[config.mk]
export PLATFORM = sky130hd
export DESIGN_NAME = rpmsc_top
export DESIGN_NICKNAME = d
export VERILOG_FILES = /design/src/inc/rpmsc_pkg.sv /design/src/verilog/rpmsc_sync.sv /design/src/verilog/rpmsc_top.sv
export VERILOG_INCLUDE_DIRS = /design/src /design/src/inc
export SDC_FILE = /design/constraint.sdc
export NUM_CORES = 1
export LEC_CHECK = 0
export ABC_AREA = 1
export BUFFER_PORTS_ARGS = -buffer_cell sky130_fd_sc_hd__buf_4
export CORE_UTILIZATION = 49
export CTS_CLUSTER_SIZE = 16
export DETAILED_ROUTE_END_ITERATION = 12
export MAX_ROUTING_LAYER = met4
export PLACE_DENSITY = 0.91
export RECOVER_POWER = 25
export SYNTH_ARGS = -nofsm -noshare
export SYNTH_HDL_FRONTEND = slang
export SYNTH_HIERARCHICAL = 1
export SYNTH_SLANG_ARGS = --single-unit
export TNS_END_PERCENT = 1
[constraint.sdc]
create_clock -name core_clk_i -period 1.9 [get_ports core_clk_i]
set_input_delay 0.095 -clock core_clk_i [delete_from_list [all_inputs] [get_ports core_clk_i]]
set_output_delay 0.095 -clock core_clk_i [all_outputs]
set_load 0.01 [all_outputs]
[src/inc/rpmsc_map.svh]
`ifndef RPMSC_MAP_SVH
`define RPMSC_MAP_SVH

// ----------------------------------------------------------------
// Register offsets (byte addresses)
// ----------------------------------------------------------------
`define RPMSC_OFF_CTRL   8'h00
`define RPMSC_OFF_CAUSE  8'h04
`define RPMSC_OFF_STATUS 8'h08
`define RPMSC_OFF_MASK   8'h0C
`define RPMSC_OFF_INFO   8'h10

// ----------------------------------------------------------------
// Control fields
// ----------------------------------------------------------------
`define RPMSC_CTRL_CLKSEL_LO 0
`define RPMSC_CTRL_CLKSEL_HI 1
`define RPMSC_CTRL_DBGSELF   2
`define RPMSC_CTRL_RTIEXT    3
`define RPMSC_CTRL_ADCALT    4
`define RPMSC_CTRL_STOPSELF  5
`define RPMSC_CTRL_IRQEN     6
`define RPMSC_CTRL_SWRST     7
`define RPMSC_CTRL_W         7
`define RPMSC_CTRL_RST       7'h00

// ----------------------------------------------------------------
// Clock source encodings
// ----------------------------------------------------------------
`define RPMSC_SRC_SELF   2'h0
`define RPMSC_SRC_XTAL   2'h1
`define RPMSC_SRC_EXTCLK 2'h2
`define RPMSC_SRC_OSC    2'h3

// ----------------------------------------------------------------
// Reset cause bits
// ----------------------------------------------------------------
`define RPMSC_CAUSE_POR  0
`define RPMSC_CAUSE_PIN  1
`define RPMSC_CAUSE_LVD  2
`define RPMSC_CAUSE_WDOG 3
`define RPMSC_CAUSE_SW   4
`define RPMSC_CAUSE_W    5
`define RPMSC_CAUSE_RST  5'h01

// ----------------------------------------------------------------
// Event status bits
// ----------------------------------------------------------------
`define RPMSC_EV_DONE    0
`define RPMSC_EV_FAULT   1
`define RPMSC_EV_EXTRST  2
`define RPMSC_EV_IRQ     3
`define RPMSC_EV_W       4
`define RPMSC_EV_RST     4'h0

// ----------------------------------------------------------------
// Timing counts in cycles, and the reset vector address
// ----------------------------------------------------------------
`define RPMSC_DRIVE_CYC   34
`define RPMSC_SAMPLE_CYC  38
`define RPMSC_BIT_CYC     16
`define RPMSC_SPEEDUP_CYC 2
`define RPMSC_RESET_VEC   16'hFFFE

`endif

[src/inc/rpmsc_pkg.sv]
package rpmsc_pkg;

  typedef enum logic [1:0] {
    RPMSC_ST_DRIVE,
    RPMSC_ST_WAIT,
    RPMSC_ST_HOLD,
    RPMSC_ST_RUN
  } rpmsc_state_t;

  typedef logic [1:0] rpmsc_clksrc_t;

endpackage

[src/verilog/rpmsc_sync.sv]
`timescale 1ns/1ps

module rpmsc_sync #(
  parameter int W = 1,
  parameter logic RST_VAL = 1'b1
) (
  input wire logic core_clk_i,
  input wire logic sys_rst_i,
  input wire logic ce_i,
  input wire logic [W-1:0] d_i,
  output logic [W-1:0] q_o
);

  logic [W-1:0] meta_r;
  logic [W-1:0] sync_r;

  // ----------------------------------------------------------------
  // Two-stage synchroniser per bit
  // ----------------------------------------------------------------
  for (genvar i = 0; i < W; i++) begin : g_bit
    always_ff @(posedge core_clk_i or posedge sys_rst_i) begin
      if (sys_rst_i) begin
        meta_r[i] <= RST_VAL;
        sync_r[i] <= RST_VAL;
      end else if (ce_i) begin
        meta_r[i] <= d_i[i];
        sync_r[i] <= meta_r[i];
      end
    end
  end

  assign q_o = sync_r;

endmodule

[src/verilog/rpmsc_top.sv]
// How it works
// - Fixed-freq clock is ext ref / 2 when gen clock exceeds 4x ref.
// - Control field picks crystal, external clock or oscillator as source.
// - Debug bit clock may come from the local self clock.
// - Ext ref can feed the RTI and the converter alternate clock.
// - Clock source starts at self clock; self clock usable for stop recovery.
// - Any reset drives pin low 34 cycles, samples it 38 later.
// - Internal reset expects the delayed pin sample to read high.
// - Each reset's cause is recorded in the cause register.
// - Mode pin sampled at reset release; low selects background mode.
// - Pin is mode select in reset, debug line afterwards.
// - One debug bit time is 16 debug clock cycles.
// - Open-drain debug line gets short driven-high speedup pulses.
// - Interrupt pin gives the request and the branch test level.
// - Interrupt pin does nothing while its function is disabled.
// - Normal run starts fetching from the reset vector pair.
//
// Chosen here: the strobed register port and the address map.
`timescale 1ns/1ps
`include "rpmsc_map.svh"

module rpmsc_top
  import rpmsc_pkg::*;
#(
  parameter int DRIVE_CYC = `RPMSC_DRIVE_CYC,
  parameter int SAMPLE_CYC = `RPMSC_SAMPLE_CYC,
  parameter int BIT_CYC = `RPMSC_BIT_CYC,
  parameter int SPEEDUP_CYC = `RPMSC_SPEEDUP_CYC,
  parameter int FREQ_W = 16
) (
  input wire logic core_clk_i,
  input wire logic sys_rst_i,
  input wire logic ce_i,
  input wire logic [7:0] reg_addr_i,
  input wire logic [31:0] reg_wdata_i,
  input wire logic reg_we_i,
  input wire logic reg_re_i,
  output logic [31:0] reg_rdata_o,
  input wire logic rst_pin_i,
  output logic rst_pin_o,
  output logic rst_pin_oe_o,
  input wire logic lvd_rst_i,
  input wire logic wdog_rst_i,
  output logic mcu_rst_o,
  output logic active_bg_mode_o,
  output logic vec_fetch_o,
  output logic [15:0] vec_addr_o,
  input wire logic dbg_pin_i,
  output logic dbg_pin_o,
  output logic dbg_pin_oe_o,
  input wire logic dbg_drive_low_i,
  input wire logic dbg_bit_sync_i,
  output logic dbg_rx_o,
  output logic dbg_bit_tick_o,
  input wire logic local_clk_tick_i,
  input wire logic ext_ref_tick_i,
  input wire logic [FREQ_W-1:0] gen_freq_i,
  input wire logic [FREQ_W-1:0] ref_freq_i,
  output logic fixed_freq_select_o,
  output logic ffclk_en_o,
  output logic [1:0] gen_clk_sel_o,
  output logic rti_ext_ref_o,
  output logic adc_alt_ref_o,
  output logic stop_self_clk_o,
  input wire logic irq_pin_i,
  output logic irq_req_o,
  output logic irq_level_o,
  output logic int_o
);

  localparam int CMAX = (DRIVE_CYC > SAMPLE_CYC) ? DRIVE_CYC : SAMPLE_CYC;
  localparam int CW = $clog2(CMAX + 1);
  localparam int BW = $clog2(BIT_CYC + 1);
  localparam int SW = $clog2(SPEEDUP_CYC + 1);

  if (DRIVE_CYC < 1 || SAMPLE_CYC < 4 || BIT_CYC < 2 ||
      SPEEDUP_CYC < 1 || FREQ_W < 1) begin : g_bad_param
    $error("rpmsc_top: parameter out of range");
  end

  // ----------------------------------------------------------------
  // Pin synchronisers
  // ----------------------------------------------------------------
  logic rst_s;
  logic dbg_s;
  logic irq_s;

  rpmsc_sync #(.W(3), .RST_VAL(1'b1)) u_sync (
    .core_clk_i(core_clk_i),
    .sys_rst_i(sys_rst_i),
    .ce_i(ce_i),
    .d_i({irq_pin_i, dbg_pin_i, rst_pin_i}),
    .q_o({irq_s, dbg_s, rst_s})
  );

  // ----------------------------------------------------------------
  // Registers
  // ----------------------------------------------------------------
  logic [`RPMSC_CTRL_W-1:0] ctrl_r, ctrl_nxt;
  logic [`RPMSC_EV_W-1:0] mask_r, mask_nxt;
  logic [`RPMSC_EV_W-1:0] status_r, status_nxt;
  logic [31:0] rdata_r, rdata_nxt;
  logic sw_req_r, sw_req_nxt;
  logic [`RPMSC_CAUSE_W-1:0] cause_r, cause_nxt;
  logic [`RPMSC_EV_W-1:0] ev;
  logic ev_irq;
  logic ffs_r;

  always_comb begin
    ctrl_nxt = ctrl_r;
    mask_nxt = mask_r;
    sw_req_nxt = 1'b0;
    rdata_nxt = 32'h0000_0000;
    status_nxt = status_r;
    if (reg_we_i) begin
      case (reg_addr_i)
        `RPMSC_OFF_CTRL: begin
          ctrl_nxt = reg_wdata_i[`RPMSC_CTRL_W-1:0];
          sw_req_nxt = reg_wdata_i[`RPMSC_CTRL_SWRST];
        end
        `RPMSC_OFF_MASK: mask_nxt = reg_wdata_i[`RPMSC_EV_W-1:0];
        default: ;
      endcase
    end
    if (reg_re_i) begin
      case (reg_addr_i)
        `RPMSC_OFF_CTRL: rdata_nxt[`RPMSC_CTRL_W-1:0] = ctrl_r;
        // Cause readback
        `RPMSC_OFF_CAUSE: rdata_nxt[`RPMSC_CAUSE_W-1:0] = cause_r;
        `RPMSC_OFF_STATUS: begin
          rdata_nxt[`RPMSC_EV_W-1:0] = status_r;
          status_nxt = '0;
        end
        `RPMSC_OFF_MASK: rdata_nxt[`RPMSC_EV_W-1:0] = mask_r;
        `RPMSC_OFF_INFO: rdata_nxt[1:0] = {active_bg_mode_o, ffs_r};
        default: ;
      endcase
    end
    // New events win over a read clear
    status_nxt = status_nxt | ev;
  end

  always_ff @(posedge core_clk_i or posedge sys_rst_i) begin
    if (sys_rst_i) begin
      ctrl_r <= `RPMSC_CTRL_RST;
      mask_r <= `RPMSC_EV_RST;
      status_r <= `RPMSC_EV_RST;
      rdata_r <= 32'h0000_0000;
      sw_req_r <= 1'b0;
    end else if (ce_i) begin
      ctrl_r <= ctrl_nxt;
      mask_r <= mask_nxt;
      status_r <= status_nxt;
      rdata_r <= rdata_nxt;
      sw_req_r <= sw_req_nxt;
    end
  end

  assign reg_rdata_o = rdata_r;
  assign int_o = |(status_r & mask_r);
  assign gen_clk_sel_o = ctrl_r[`RPMSC_CTRL_CLKSEL_HI:`RPMSC_CTRL_CLKSEL_LO];
  assign rti_ext_ref_o = ctrl_r[`RPMSC_CTRL_RTIEXT];
  assign adc_alt_ref_o = ctrl_r[`RPMSC_CTRL_ADCALT];
  assign stop_self_clk_o = ctrl_r[`RPMSC_CTRL_STOPSELF];

  // ----------------------------------------------------------------
  // Reset sequencer
  // ----------------------------------------------------------------
  rpmsc_state_t state_r, state_nxt;
  logic [CW-1:0] cnt_r, cnt_nxt;
  logic mode_r, mode_nxt;
  logic mcu_rst_r, rst_oe_r, fetch_r;
  logic int_src;

  assign int_src = cause_r[`RPMSC_CAUSE_LVD] | cause_r[`RPMSC_CAUSE_WDOG] |
                   cause_r[`RPMSC_CAUSE_SW];

  always_comb begin
    state_nxt = state_r;
    cnt_nxt = cnt_r;
    cause_nxt = cause_r;
    mode_nxt = mode_r;
    ev = '0;
    ev[`RPMSC_EV_IRQ] = ev_irq;
    case (state_r)
      RPMSC_ST_DRIVE: begin
        cnt_nxt = cnt_r + CW'(1);
        if (cnt_r == CW'(DRIVE_CYC - 1)) begin
          state_nxt = RPMSC_ST_WAIT;
          cnt_nxt = '0;
        end
      end
      RPMSC_ST_WAIT: begin
        cnt_nxt = cnt_r + CW'(1);
        if (cnt_r == CW'(SAMPLE_CYC - 1)) begin
          cnt_nxt = '0;
          if (rst_s) begin
            state_nxt = RPMSC_ST_RUN;
          end else begin
            state_nxt = RPMSC_ST_HOLD;
            if (int_src) begin
              ev[`RPMSC_EV_FAULT] = 1'b1;
            end else begin
              cause_nxt[`RPMSC_CAUSE_PIN] = 1'b1;
            end
          end
        end
      end
      RPMSC_ST_HOLD: begin
        if (rst_s) begin
          state_nxt = RPMSC_ST_RUN;
        end
      end
      RPMSC_ST_RUN: begin
        if (lvd_rst_i) begin
          state_nxt = RPMSC_ST_DRIVE;
          cause_nxt = `RPMSC_CAUSE_W'(1) << `RPMSC_CAUSE_LVD;
        end else if (wdog_rst_i) begin
          state_nxt = RPMSC_ST_DRIVE;
          cause_nxt = `RPMSC_CAUSE_W'(1) << `RPMSC_CAUSE_WDOG;
        end else if (sw_req_r) begin
          state_nxt = RPMSC_ST_DRIVE;
          cause_nxt = `RPMSC_CAUSE_W'(1) << `RPMSC_CAUSE_SW;
        end else if (!rst_s) begin
          state_nxt = RPMSC_ST_DRIVE;
          cause_nxt = `RPMSC_CAUSE_W'(1) << `RPMSC_CAUSE_PIN;
          ev[`RPMSC_EV_EXTRST] = 1'b1;
        end
        cnt_nxt = '0;
      end
      default: begin
        state_nxt = RPMSC_ST_DRIVE;
        cnt_nxt = '0;
      end
    endcase
    if (state_r != RPMSC_ST_RUN && state_nxt == RPMSC_ST_RUN) begin
      mode_nxt = !dbg_s;
      ev[`RPMSC_EV_DONE] = 1'b1;
    end
  end

  always_ff @(posedge core_clk_i or posedge sys_rst_i) begin
    if (sys_rst_i) begin
      state_r <= RPMSC_ST_DRIVE;
      cnt_r <= '0;
      cause_r <= `RPMSC_CAUSE_RST;
      mode_r <= 1'b0;
      mcu_rst_r <= 1'b1;
      rst_oe_r <= 1'b1;
      fetch_r <= 1'b0;
    end else if (ce_i) begin
      state_r <= state_nxt;
      cnt_r <= cnt_nxt;
      cause_r <= cause_nxt;
      mode_r <= mode_nxt;
      mcu_rst_r <= state_nxt != RPMSC_ST_RUN;
      rst_oe_r <= state_nxt == RPMSC_ST_DRIVE;
      fetch_r <= ev[`RPMSC_EV_DONE] & dbg_s;
    end
  end

  assign rst_pin_o = 1'b0;
  assign rst_pin_oe_o = rst_oe_r;
  assign mcu_rst_o = mcu_rst_r;
  assign active_bg_mode_o = mode_r;
  assign vec_fetch_o = fetch_r;
  assign vec_addr_o = `RPMSC_RESET_VEC;

  // ----------------------------------------------------------------
  // Debug line
  // ----------------------------------------------------------------
  logic drv_prev_r, drv_prev_nxt;
  logic [SW-1:0] spd_r, spd_nxt;
  logic [BW-1:0] bit_r, bit_nxt;
  logic tick_r, tick_nxt;
  logic dbg_oe_r, dbg_oe_nxt;
  logic dbg_o_r, dbg_o_nxt;
  logic dbg_rx_r, dbg_rx_nxt;
  logic dbg_clk_en;

  assign dbg_clk_en = ctrl_r[`RPMSC_CTRL_DBGSELF] ? local_clk_tick_i : 1'b1;

  always_comb begin
    drv_prev_nxt = dbg_drive_low_i;
    spd_nxt = spd_r;
    bit_nxt = bit_r;
    tick_nxt = 1'b0;
    dbg_oe_nxt = 1'b0;
    dbg_o_nxt = 1'b0;
    dbg_rx_nxt = 1'b1;
    if (state_r == RPMSC_ST_RUN) begin
      // debug function only out of reset
      dbg_rx_nxt = dbg_s;
      if (drv_prev_r && !dbg_drive_low_i) begin
        spd_nxt = SW'(SPEEDUP_CYC);
      end else if (spd_r != '0) begin
        spd_nxt = spd_r - SW'(1);
      end
      if (dbg_drive_low_i) begin
        dbg_oe_nxt = 1'b1;
        spd_nxt = '0;
      end else if (spd_nxt != '0) begin
        dbg_oe_nxt = 1'b1;
        dbg_o_nxt = 1'b1;
      end
      if (dbg_bit_sync_i) begin
        bit_nxt = '0;
      end else if (dbg_clk_en) begin
        if (bit_r == BW'(BIT_CYC - 1)) begin
          bit_nxt = '0;
          tick_nxt = 1'b1;
        end else begin
          bit_nxt = bit_r + BW'(1);
        end
      end
    end else begin
      spd_nxt = '0;
      bit_nxt = '0;
    end
  end

  always_ff @(posedge core_clk_i or posedge sys_rst_i) begin
    if (sys_rst_i) begin
      drv_prev_r <= 1'b0;
      spd_r <= '0;
      bit_r <= '0;
      tick_r <= 1'b0;
      dbg_oe_r <= 1'b0;
      dbg_o_r <= 1'b0;
      dbg_rx_r <= 1'b1;
    end else if (ce_i) begin
      drv_prev_r <= drv_prev_nxt;
      spd_r <= spd_nxt;
      bit_r <= bit_nxt;
      tick_r <= tick_nxt;
      dbg_oe_r <= dbg_oe_nxt;
      dbg_o_r <= dbg_o_nxt;
      dbg_rx_r <= dbg_rx_nxt;
    end
  end

  assign dbg_pin_o = dbg_o_r;
  assign dbg_pin_oe_o = dbg_oe_r;
  assign dbg_rx_o = dbg_rx_r;
  assign dbg_bit_tick_o = tick_r;

  // ----------------------------------------------------------------
  // Fixed-frequency clock and interrupt pin
  // ----------------------------------------------------------------
  logic ffs_nxt;
  logic half_r, half_nxt;
  logic ffclk_r, ffclk_nxt;
  logic irq_prev_r, irq_prev_nxt;
  logic irq_req_r, irq_req_nxt;
  logic irq_lvl_r, irq_lvl_nxt;
  logic irq_en;

  assign irq_en = ctrl_r[`RPMSC_CTRL_IRQEN];

  always_comb begin
    // gen clock above four times ref
    ffs_nxt = {2'b00, gen_freq_i} > {ref_freq_i, 2'b00};
    half_nxt = half_r;
    ffclk_nxt = 1'b1;
    if (ffs_r) begin
      ffclk_nxt = 1'b0;
      if (ext_ref_tick_i) begin
        half_nxt = !half_r;
        ffclk_nxt = half_r;
      end
    end
    irq_prev_nxt = irq_en ? irq_s : 1'b1;
    irq_req_nxt = irq_en & !irq_s;
    irq_lvl_nxt = irq_en ? irq_s : 1'b1;
    ev_irq = irq_en & irq_prev_r & !irq_s;
  end

  always_ff @(posedge core_clk_i or posedge sys_rst_i) begin
    if (sys_rst_i) begin
      ffs_r <= 1'b0;
      half_r <= 1'b0;
      ffclk_r <= 1'b1;
      irq_prev_r <= 1'b1;
      irq_req_r <= 1'b0;
      irq_lvl_r <= 1'b1;
    end else if (ce_i) begin
      ffs_r <= ffs_nxt;
      half_r <= half_nxt;
      ffclk_r <= ffclk_nxt;
      irq_prev_r <= irq_prev_nxt;
      irq_req_r <= irq_req_nxt;
      irq_lvl_r <= irq_lvl_nxt;
    end
  end

  assign fixed_freq_select_o = ffs_r;
  assign ffclk_en_o = ffclk_r;
  assign irq_req_o = irq_req_r;
  assign irq_level_o = irq_lvl_r;

endmodule
* After elaboration in Yosys (flattened, before gate mapping)
Cells that the tools add are included.
** Operators by class
- Reduce and logical (&&, ||, !) cells :: 22
- Equal/unequal tests :: 19
- Mux-type cells :: 62
- $lt $le $gt $ge :: 1
- $add $sub $neg :: 3
- Bitwise gates (word level) :: 8
** Operator list (number)
- 5-bit two-way mux :: 8
- 1-bit two-way mux :: 30
- 2-bit two-way mux :: 13
- 16-bit by 18-bit greater-than comparator with 1-bit output :: 1
- 6-bit one-hot mux with 3 select lines :: 1
- 8-bit by 4-bit equality test with 1-bit output (second input constant) :: 2
- 2-bit one-hot mux with 4 select lines :: 2
- 6-bit equality test (second input constant) :: 2
- 6-bit two-way mux :: 2
- 3-bit AND reduction :: 4
- 2-bit inequality test (second input constant) :: 5
- 2-bit one-hot mux with 5 select lines :: 1
- 8-bit by 3-bit equality test with 1-bit output (second input constant) :: 1
- 8-bit by 5-bit equality test with 1-bit output (second input constant) :: 1
- 8-bit logical NOT :: 1
- 4-bit two-way mux :: 2
- 7-bit two-way mux :: 1
- 6-bit by 1-bit adder with 6-bit output (second input constant) :: 1
- 2-bit equality test (second input constant) :: 3
- 2-bit AND reduction :: 3
- 6-bit AND reduction :: 1
- 2-bit nonzero test :: 3
- 5-bit by 1-bit adder with 5-bit output (second input constant) :: 1
- 5-bit by 4-bit equality test with 1-bit output (second input constant) :: 1
- 15 further kinds :: 25
** Word-level totals
- Input port bits :: 86
- Logic and storage cells :: 146
- Output and inout port bits :: 67
- Flip-flop bits (word level) :: 63

* Depth between registers and ports, before layout
Gate-level depths: netlist of run 1.
- Word-level depth :: 9
- Depth in mapped cells :: 12

* By module
The synthesis of run 1 kept the hierarchy.
** Modules (own cells, without submodules)
- rpmsc_top :: area each 3532.1 sq um, sequential area each 1433.9 sq um, cells an instance 462, instances 1
- rpmsc_sync :: area each 232.7 sq um, sequential area each 157.7 sq um, cells an instance 26, instances 1

* Worst setup path after synthesis of run 1
OpenSTA, ideal clock, no wires.
- Path type :: reg-to-reg
- From :: reg u_sync.sync_r[0] (netlist: u_sync/q_o[0])
- To :: reg mode_r (netlist: active_bg_mode_o)
- Data arrival time :: 1.290 ns
- Period minus slack after synthesis :: 1.413 ns
- Path slack :: 0.487 ns
- Stages on the path, launching flop included :: 10
- Data required time :: 1.777 ns
- Cells stage by stage :: dfstp_2 inv_1 nor2_2 nand3_1 nand2_1 inv_1 nand2_1 nand2_1 o21ai_0 nand2_1
** On the way
- Cells in the longest elaborated chain, start to end :: 8
** Ends and longest elaborated chain
- from (decl) :: RTL line rpmsc_sync.sv:15 : logic [W-1:0] sync_r;
- from (signal, indexed assignment) :: RTL line rpmsc_sync.sv:27 : sync_r[i] <= meta_r[i];
- 2-bit two-way mux :: RTL line rpmsc_top.sv:224 : end else if (!rst_s) begin
- 2-bit two-way mux :: RTL line rpmsc_top.sv:221 : end else if (sw_req_r) begin
- 2-bit two-way mux :: RTL line rpmsc_top.sv:218 : end else if (wdog_rst_i) begin
- 2-bit two-way mux :: RTL line rpmsc_top.sv:215 : if (lvd_rst_i) begin
- 2-bit one-hot mux with 4 select lines (*) :: RTL line rpmsc_top.sv:185 : case (state_r)
- 2-bit equality test (*) :: RTL line rpmsc_top.sv:236 : if (state_r != RPMSC_ST_RUN && state_nxt == RPMSC_ST_RUN) begin
- 1-bit logical AND (*) :: RTL line rpmsc_top.sv:236
- 2-bit AND reduction (no source line) (*)
- to (signal assigned) :: RTL line rpmsc_top.sv:255 : mode_r <= mode_nxt;
- to (decl) :: RTL line rpmsc_top.sv:171 : logic mode_r, mode_nxt;
Mark *: on every way between the ends. The rest lies on a longest branch, timed or not.
A chain may end at the register's enable or synchronous reset.

* Worst setup path in the final report of run 1
Ends and elaborated chain as after synthesis.

==> results of run 1 <==
how the worst max path moves through the flow:
stage,from,end,depth (start not counted)
2_1_floorplan,sys_rst_i,active_bg_mode_o,1
4_1_cts,u_sync/q_o[0],active_bg_mode_o,9
3_3_place_gp,u_sync/q_o[0],active_bg_mode_o,9
5_1_grt,u_sync/q_o[0],active_bg_mode_o,9
6_report,u_sync/q_o[0],active_bg_mode_o,9
3_5_place_dp,u_sync/q_o[0],active_bg_mode_o,9
registers in the layout (all words and copies together) (netlist names), 2 cells and up:
register / cells
spd_r: 2
state_r: 2
mask_r: 4
cause_r: 5
u_sync/meta_r: 3
ctrl_r: 7
cnt_r: 6
reg_rdata_o: 7
u_sync/q_o: 3
bit_r: 5
status_r: 4
worst reg2reg max path, cell delays in order (launching register included):
cell and delay (ns):
sky130_fd_sc_hd__dfstp_1 0.58, sky130_fd_sc_hd__inv_1 0.12, sky130_fd_sc_hd__nor2_2 0.17, sky130_fd_sc_hd__nand3_1 0.12
sky130_fd_sc_hd__nand2_1 0.08, sky130_fd_sc_hd__inv_1 0.04, sky130_fd_sc_hd__nand2_1 0.06, sky130_fd_sc_hd__nand2_1 0.13
sky130_fd_sc_hd__o21ai_0 0.19, sky130_fd_sc_hd__nand2_1 0.06
cells in the final DEF, fill, tap and decap left out, types with 9 or more instances in the layout:
cell type | synthesis | final
sky130_fd_sc_hd__nand2_1 | 127 | 129
sky130_fd_sc_hd__a21oi_1 | 11 | 11
sky130_fd_sc_hd__clkbuf_8 | 0 | 11
sky130_fd_sc_hd__clkbuf_1 | 3 | 18
sky130_fd_sc_hd__dfrtp_1 | 51 | 51
sky130_fd_sc_hd__nand3_1 | 38 | 38
sky130_fd_sc_hd__buf_4 | 46 | 74
sky130_fd_sc_hd__nor2_1 | 35 | 36
sky130_fd_sc_hd__nand4_1 | 9 | 9
sky130_fd_sc_hd__conb_1 | 2 | 42
sky130_fd_sc_hd__o21ai_0 | 20 | 20
sky130_fd_sc_hd__o21ai_1 | 9 | 9
sky130_fd_sc_hd__ha_1 | 17 | 17
sky130_fd_sc_hd__inv_1 | 63 | 63
through the flow:
stage / cells / utilization / instance area, um^2
6_report: 690 / 0.628 / 4600
5_1_grt: 690 / 0.628 / 4600
4_1_cts: 690 / 0.638 / 4680
3_5_place_dp: 666 / 0.593 / 4350
3_3_place_gp: 666 / 0.593 / 4350
2_1_floorplan: 528 / - / 3920
layer usage:
layer  up-vias  GRT usage  routed length (um)
li1       1657          -                   -
met1      1647      0.283                3630
met2       152      0.435                4630
met3        37     0.0750                 547
met4         0      0.133                 348
met5         -          -                   0
cells by family after synthesis:
family,synth area share
and+or+nand+nor,0.254
buffers and inverters,0.168
DFF,0.423
AOI/OAI and AO/OA,0.0874
adders and majority gates,0.0565
xor gates and xnor gates,0.00931
other,0.00199
where the power goes:
group	switching [mW]	internal [mW]	total [mW]
sequential	0.154	1.53	1.69
combinational	0.460	0.338	0.798
clock	0.519	0.945	1.46
total	1.13	2.81	3.95
layout make-up:
cell class,count,area (um^2)
clock inverters,3,90.1
well taps,99,124
clock buffers,13,159
repair buffers,98,696
inverters,71,267
fillers,627,2730
multi-input cells,343,1680
flip-flops and latches,63,1590
repair_timing:
action                    4_1_cts  5_1_grt
hold endpoints to repair       64        0
hold buffers                    8        0
buffers inserted                0        0
==> qor.log, run 1 <==
[status] outcome completed
[pwr] areal power density over the cells 857 nW/um^2
[floorplanning] number of placement rows 31
[pwr] overall power consumption 3.95 mW
[cts] deepest clock path buffer count 2
[floorplanning] chip height 89.7 um
[sta] number of hold-slack violations in the final timing report 0
[cts] Sink Count 63
[pwr] standby leakage power 2.51 nW
[critical_path] arrival time at the worst endpoint 1.89 ns
[floorplanning] Die W 89.7 um
[detailed_routing] wire length per cell 13.3 um
[critical_path] startpoint of the worst-slack reg-to-reg timing path u_sync/q_o[0]
[critical_path] R2R cell count 9
[synthesis] number of instances in the synthesized netlist 488
[critical_path] startpoint types register
[place] Setup Slack @ Placement 0.316 ns
[sta] time the final worst path needs with I/O delays and setup 1.65 ns
[job] number of maximum-capacitance constraint violations 0
[sta] Final Worst Setup Slack 0.255 ns
[grt] maximum number of pins on one net before global-route repair 58
[synthesis] sequential area share after synthesis 0.423
[cts] clock slew at the register clock pins of the worst setup and hold paths 0.07 ns
[synthesis] largest area contributor in the synthesized netlist sky130_fd_sc_hd__dfrtp_1
[synthesis] most used flip-flop cell after synthesis sky130_fd_sc_hd__dfrtp_1
[detailed_routing] Via Count 3493
[detailed_routing] number of routed nets with antenna violations 0
[synthesis] top post-synthesis cells by area sky130_fd_sc_hd__dfrtp_1, sky130_fd_sc_hd__nand2_1, sky130_fd_sc_hd__buf_4, sky130_fd_sc_hd__dfstp_2, sky130_fd_sc_hd__inv_1
[place] placer's final routability congestion estimate 0.961
[detailed_routing] Pre-antenna DRT Iters 4
[synthesis] fraction of post-synthesis cell area in the top cell type by area 0.339
[pwr] highest ir drop seen on vdd 0.557 mV
[synthesis] dominant cell by count in the synthesized netlist sky130_fd_sc_hd__nand2_1
[detailed_routing] drt drc 0
[place] Port-buffer cells 86
[critical_path] Largest delay share family, worst path simple AND/OR/NAND/NOR gates
[sta] Pins Over Slew Limit 0
[critical_path] Worst R2R End active_bg_mode_o
[floorplanning] Floorplan Core Area 7330 um^2
[synthesis] number of distinct standard cells referenced by the synthesized netlist 38
[synthesis] leading cell types by count after synthesis sky130_fd_sc_hd__nand2_1, sky130_fd_sc_hd__inv_1, sky130_fd_sc_hd__dfrtp_1, sky130_fd_sc_hd__buf_4, sky130_fd_sc_hd__nand3_1
[detailed_routing] DRT iter0 DRCs 220
[cells_and_area] ratio of cells with drive above 1 in the final layout 0.183
[place] estimated wirelength of the detail-placed design 6670 um
[critical_path] required time worst endpoint 2.14 ns
[cts] count of H-tree levels built during CTS 3
[critical_path] type of destination of the critical path register
[sta] endpoints failing setup 0
[grt] antenna violations before repair 0
[critical_path] critical path's most frequent cell sky130_fd_sc_hd__nand2_1
[sta] achievable clock frequency 608 MHz
[sta] Worst Hold Slack 0.0121 ns
[hold_path] endpoint of the worst hold path ctrl_r[3]
[sta] Final period util 0.866
[cells_and_area] Syn-to-layout area delta 22.3%
[detailed_routing] via density per instance 5.06
[cts] clock buffers created by TritonCTS 9
[critical_path] buffers plus inverters on the worst setup path 2
[cells_and_area] number of nets in the layout 689
[critical_path] delay of the slowest cell on the worst path 0.58 ns
[critical_path] cell-by-cell trace of the critical path inv_1 -> nor2_2 -> nand3_1 -> nand2_1 -> inv_1 -> nand2_1 -> nand2_1 -> o21ai_0 -> nand2_1
[cts] Root Buffer Master sky130_fd_sc_hd__clkbuf_8
[synthesis] fraction of synthesis flops using an asynchronous set or reset pin 1.00
[synthesis] Synth Area per Inst 7.71 um^2
[sta] Slew Limit Headroom 0.532
[cells_and_area] Diodes inserted 0
[grt] global router's overall resource usage 0.261
[cts] cts repair resizes 0
[grt] via count of the first global-routing pass 3425
[floorplanning] total die area 8040 um^2
[synthesis] cell area after technology mapping 3760 um^2
[floorplanning] top-level port count 153
[sta] Clock Skews 0.00803 ns
[sta] Setup TNS 0 ns
[synthesis] number of enable-type register cells in the synthesized netlist 0
[hold_path] HP Class in -> reg
[hold_path] Hold Path Cell Cnt 3
[cts] clock tree from TritonCTS yes
[cts] Clk Latency, worst-skew pair 0.35 ns
[detailed_routing] routed wire length 9150 um
[sta] Worst-Margin Slew 0.703 ns
[grt] global-route wire length before repair 15200 um
[critical_path] slack of the worst reg-to-reg path 0.25 ns
[synthesis] count of state elements after synthesis 63
[sta] unrepaired setup endpoints after global routing false
[floorplanning] starting density of the core 0.514
[hold_path] Worst Min Path Start reg_wdata_i[3]
[critical_path] largest driver fanout on the critical path 6
[critical_path] category of the most critical setup path reg -> reg
[critical_path] Max stage delay cell, worst path sky130_fd_sc_hd__dfstp_1
[grt] overflow left after global routing 0
[synthesis] number of warnings printed during yosys synthesis 6
Note: power is estimated with default switching activity, not from simulation.
==> run 2, diff against run 1 <==
--- a/config.mk
+++ b/config.mk
@@ -11,6 +11,7 @@
 export CORE_UTILIZATION = 49
 export CTS_CLUSTER_SIZE = 16
 export DETAILED_ROUTE_END_ITERATION = 12
+export GPL_TIMING_DRIVEN = 0
 export MAX_ROUTING_LAYER = met4
 export PLACE_DENSITY = 0.91
 export RECOVER_POWER = 25
==> run 2 against run 1 <==
Net effect: sequential power about the same; setup slack got worse by 0.10 ns; clock skew about the same; global-route usage is essentially flat.
==> qor.log, run 2 (synthesis gave the netlist of run 1 again) <==
[grt] antenna violations before repair 0
[critical_path] Worst R2R End active_bg_mode_o
[detailed_routing] routed wire length 9440 um
[floorplanning] Die W 89.7 um
[floorplanning] chip height 89.7 um
[sta] Worst-Margin Slew 0.781 ns
[critical_path] Largest delay share family, worst path simple AND/OR/NAND/NOR gates
[critical_path] required time worst endpoint 2.13 ns
[place] Port-buffer cells 86
[critical_path] buffers plus inverters on the worst setup path 2
[cells_and_area] footprint of the flip-flops and latches 1590 um^2
[job] number of maximum-capacitance constraint violations 0
[cells_and_area] filler cell count 572
[cts] Root Buffer Master sky130_fd_sc_hd__clkbuf_8
[critical_path] type of destination of the critical path register
[detailed_routing] via density per instance 4.88
[place] cell count after placement 714
[detailed_routing] Via Count 3598
[cells_and_area] ratio of cells with drive above 1 in the final layout 0.271
[detailed_routing] number of routed nets with antenna violations 0
[floorplanning] Floorplan Core Area 7330 um^2
[critical_path] arrival time at the worst endpoint 1.97 ns
[detailed_routing] Pre-antenna DRT Iters 6
[critical_path] Setup crit start u_sync/q_o[0]
[cells_and_area] commonest cells after routing, fill and taps aside sky130_fd_sc_hd__buf_4, sky130_fd_sc_hd__nand2_1, sky130_fd_sc_hd__inv_1
[sta] Pins Over Slew Limit 0
[grt] overflow left after global routing 0
[sta] achievable clock frequency 573 MHz
[critical_path] Worst setup endpoint active_bg_mode_o
[cts] clock tree from TritonCTS yes
[critical_path] startpoint of the worst-slack reg-to-reg timing path u_sync/q_o[0]
[cts] Sink Count 63
[sta] unrepaired setup endpoints after global routing false
[cells_and_area] final non-filler cell area 4990 um^2
[cells_and_area] Diodes inserted 0
[cells_and_area] multi-input combinational cell area 1690 um^2
[critical_path] Levels on crit path 9
[cts] clock slew at the register clock pins of the worst setup and hold paths 0.07 ns
[cts] Clk Latency, worst-skew pair 0.34 ns
[floorplanning] number of placement rows 31
[sta] Clock Skews 0.00834 ns
[pwr] areal power density over the cells 763 nW/um^2
[sta] Worst Hold Slack 0.0148 ns
[floorplanning] total die area 8040 um^2
[sta] time the final worst path needs with I/O delays and setup 1.75 ns
[critical_path] category of the most critical setup path reg -> reg
[sta] number of hold-slack violations in the final timing report 0
[cts] cts repair resizes 0
[sta] Final period util 0.919
[critical_path] startpoint types register
[cells_and_area] Non-Filler Instances 738
[grt] global-route wire length before repair 15300 um
[sta] endpoints failing setup 0
[sta] Setup TNS 0 ns
[pwr] highest ir drop seen on vdd 0.601 mV
[critical_path] critical path's most frequent cell sky130_fd_sc_hd__nand2_1
[critical_path] slack of the worst reg-to-reg path 0.15 ns
[cts] clock buffers created by TritonCTS 9
[floorplanning] starting density of the core 0.514
[cells_and_area] end-of-flow core utilization 0.680
[cells_and_area] most common cell after layout, fill and taps aside sky130_fd_sc_hd__buf_4
[floorplanning] top-level port count 153
[cts] number of buffers inserted for hold repair after clock tree synthesis 8
[critical_path] R2R cell count 9
[critical_path] delay of the slowest cell on the worst path 0.57 ns
[detailed_routing] DRT iter0 DRCs 194
[detailed_routing] wire length per cell 12.8 um
[place] estimated wirelength of the detail-placed design 7230 um
[sta] Slew Limit Headroom 0.478
[cells_and_area] Syn-to-layout area delta 32.4%
[status] outcome completed
[cts] count of H-tree levels built during CTS 3
[place] dpl cell area 4700 um^2
[cells_and_area] number of nets in the layout 737
[detailed_routing] drt drc 0
[critical_path] Max stage delay cell, worst path sky130_fd_sc_hd__dfstp_1
[cts] Post CTS Setup Buffer Count 0
[grt] maximum number of pins on one net before global-route repair 40
[grt] global router's overall resource usage 0.260
[grt] via count of the first global-routing pass 3601
[critical_path] cell-by-cell trace of the critical path inv_1 -> nor2_2 -> nand3_1 -> nand2_1 -> inv_1 -> nand2_1 -> nand3_1 -> o21ai_0 -> nand2_1
[place] placer's final routability congestion estimate 0.967
[cts] deepest clock path buffer count 2
[critical_path] largest driver fanout on the critical path 4
[pwr] standby leakage power 2.80 nW
[hold_path] HP Class in -> reg
==> run 2: cell count changes in the layout (fill, tap and decap cells not counted), moves of 3 or more <==
cell / before / now
sky130_fd_sc_hd__clkbuf_1: 18 / 6
sky130_fd_sc_hd__buf_4: 74 / 130
sky130_fd_sc_hd__dfstp_1: 6 / 3
sky130_fd_sc_hd__dfstp_2: 6 / 9
==> run 2: power by group <==
part,internal (mW),switching (mW),leakage [nW]
combinational,0.401,0.499,1.90
clock,0.709,0.508,0.109
sequential,1.53,0.153,0.788
total,2.64,1.16,2.80
==> run 2: final cells by class <==
cell class,instances,area share
flip-flops and latches,63,0.319
repair buffers,95,0.148
multi-input cells,343,0.339
plain buffers,51,0.0735
clock inverters,3,0.00803
clock buffers,13,0.0339
inverters,71,0.0535
well taps,99,0.0248
==> run 2: worst min-delay path by stage <==
| stage | endpoint | startpoint | slack [ns] | depth (start not counted) |
|---|---|---|---|---|
| final | ctrl_r[6] | reg_wdata_i[6] | 0.01 | 3 |
| after global routing | ctrl_r[6] | reg_wdata_i[6] | 0.02 | 3 |
| after CTS | ctrl_r[6] | reg_wdata_i[6] | 0.01 | 3 |
| after detailed placement | drv_prev_r | sys_rst_i | 0.14 | 2 |
| after global placement | u_sync/meta_r[0] | sys_rst_i | 0.25 | 2 |
| after floorplan | u_sync/meta_r[0] | sys_rst_i | 0.09 | 1 |
==> run 2: stage by stage <==
stage	power (mW)	setup slack [ns]
CTS	3.80	0.240
detailed placement	2.57	0.269
floorplan	2.24	0.415
finish	3.80	0.155
global route	4.01	0.0564
global placement	2.50	-0.288
==> run 2: worst reg2reg max path, stage by stage (launching register included) <==
cell	delay, ns
sky130_fd_sc_hd__dfstp_1	0.57
sky130_fd_sc_hd__inv_1	0.12
sky130_fd_sc_hd__nor2_2	0.17
sky130_fd_sc_hd__nand3_1	0.13
sky130_fd_sc_hd__nand2_1	0.08
sky130_fd_sc_hd__inv_1	0.04
sky130_fd_sc_hd__nand2_1	0.07
sky130_fd_sc_hd__nand3_1	0.13
sky130_fd_sc_hd__o21ai_0	0.23
sky130_fd_sc_hd__nand2_1	0.08
==> run 2: layer usage <==
| layer | vias up | wire length, um | track usage |
|---|---|---|---|
| met1 | 1674 | 3610 | 0.274 |
| met5 | - | 0 | - |
| met2 | 145 | 4960 | 0.470 |
| met4 | 0 | 206 | 0.107 |
| li1 | 1754 | - | - |
| met3 | 25 | 669 | 0.0585 |
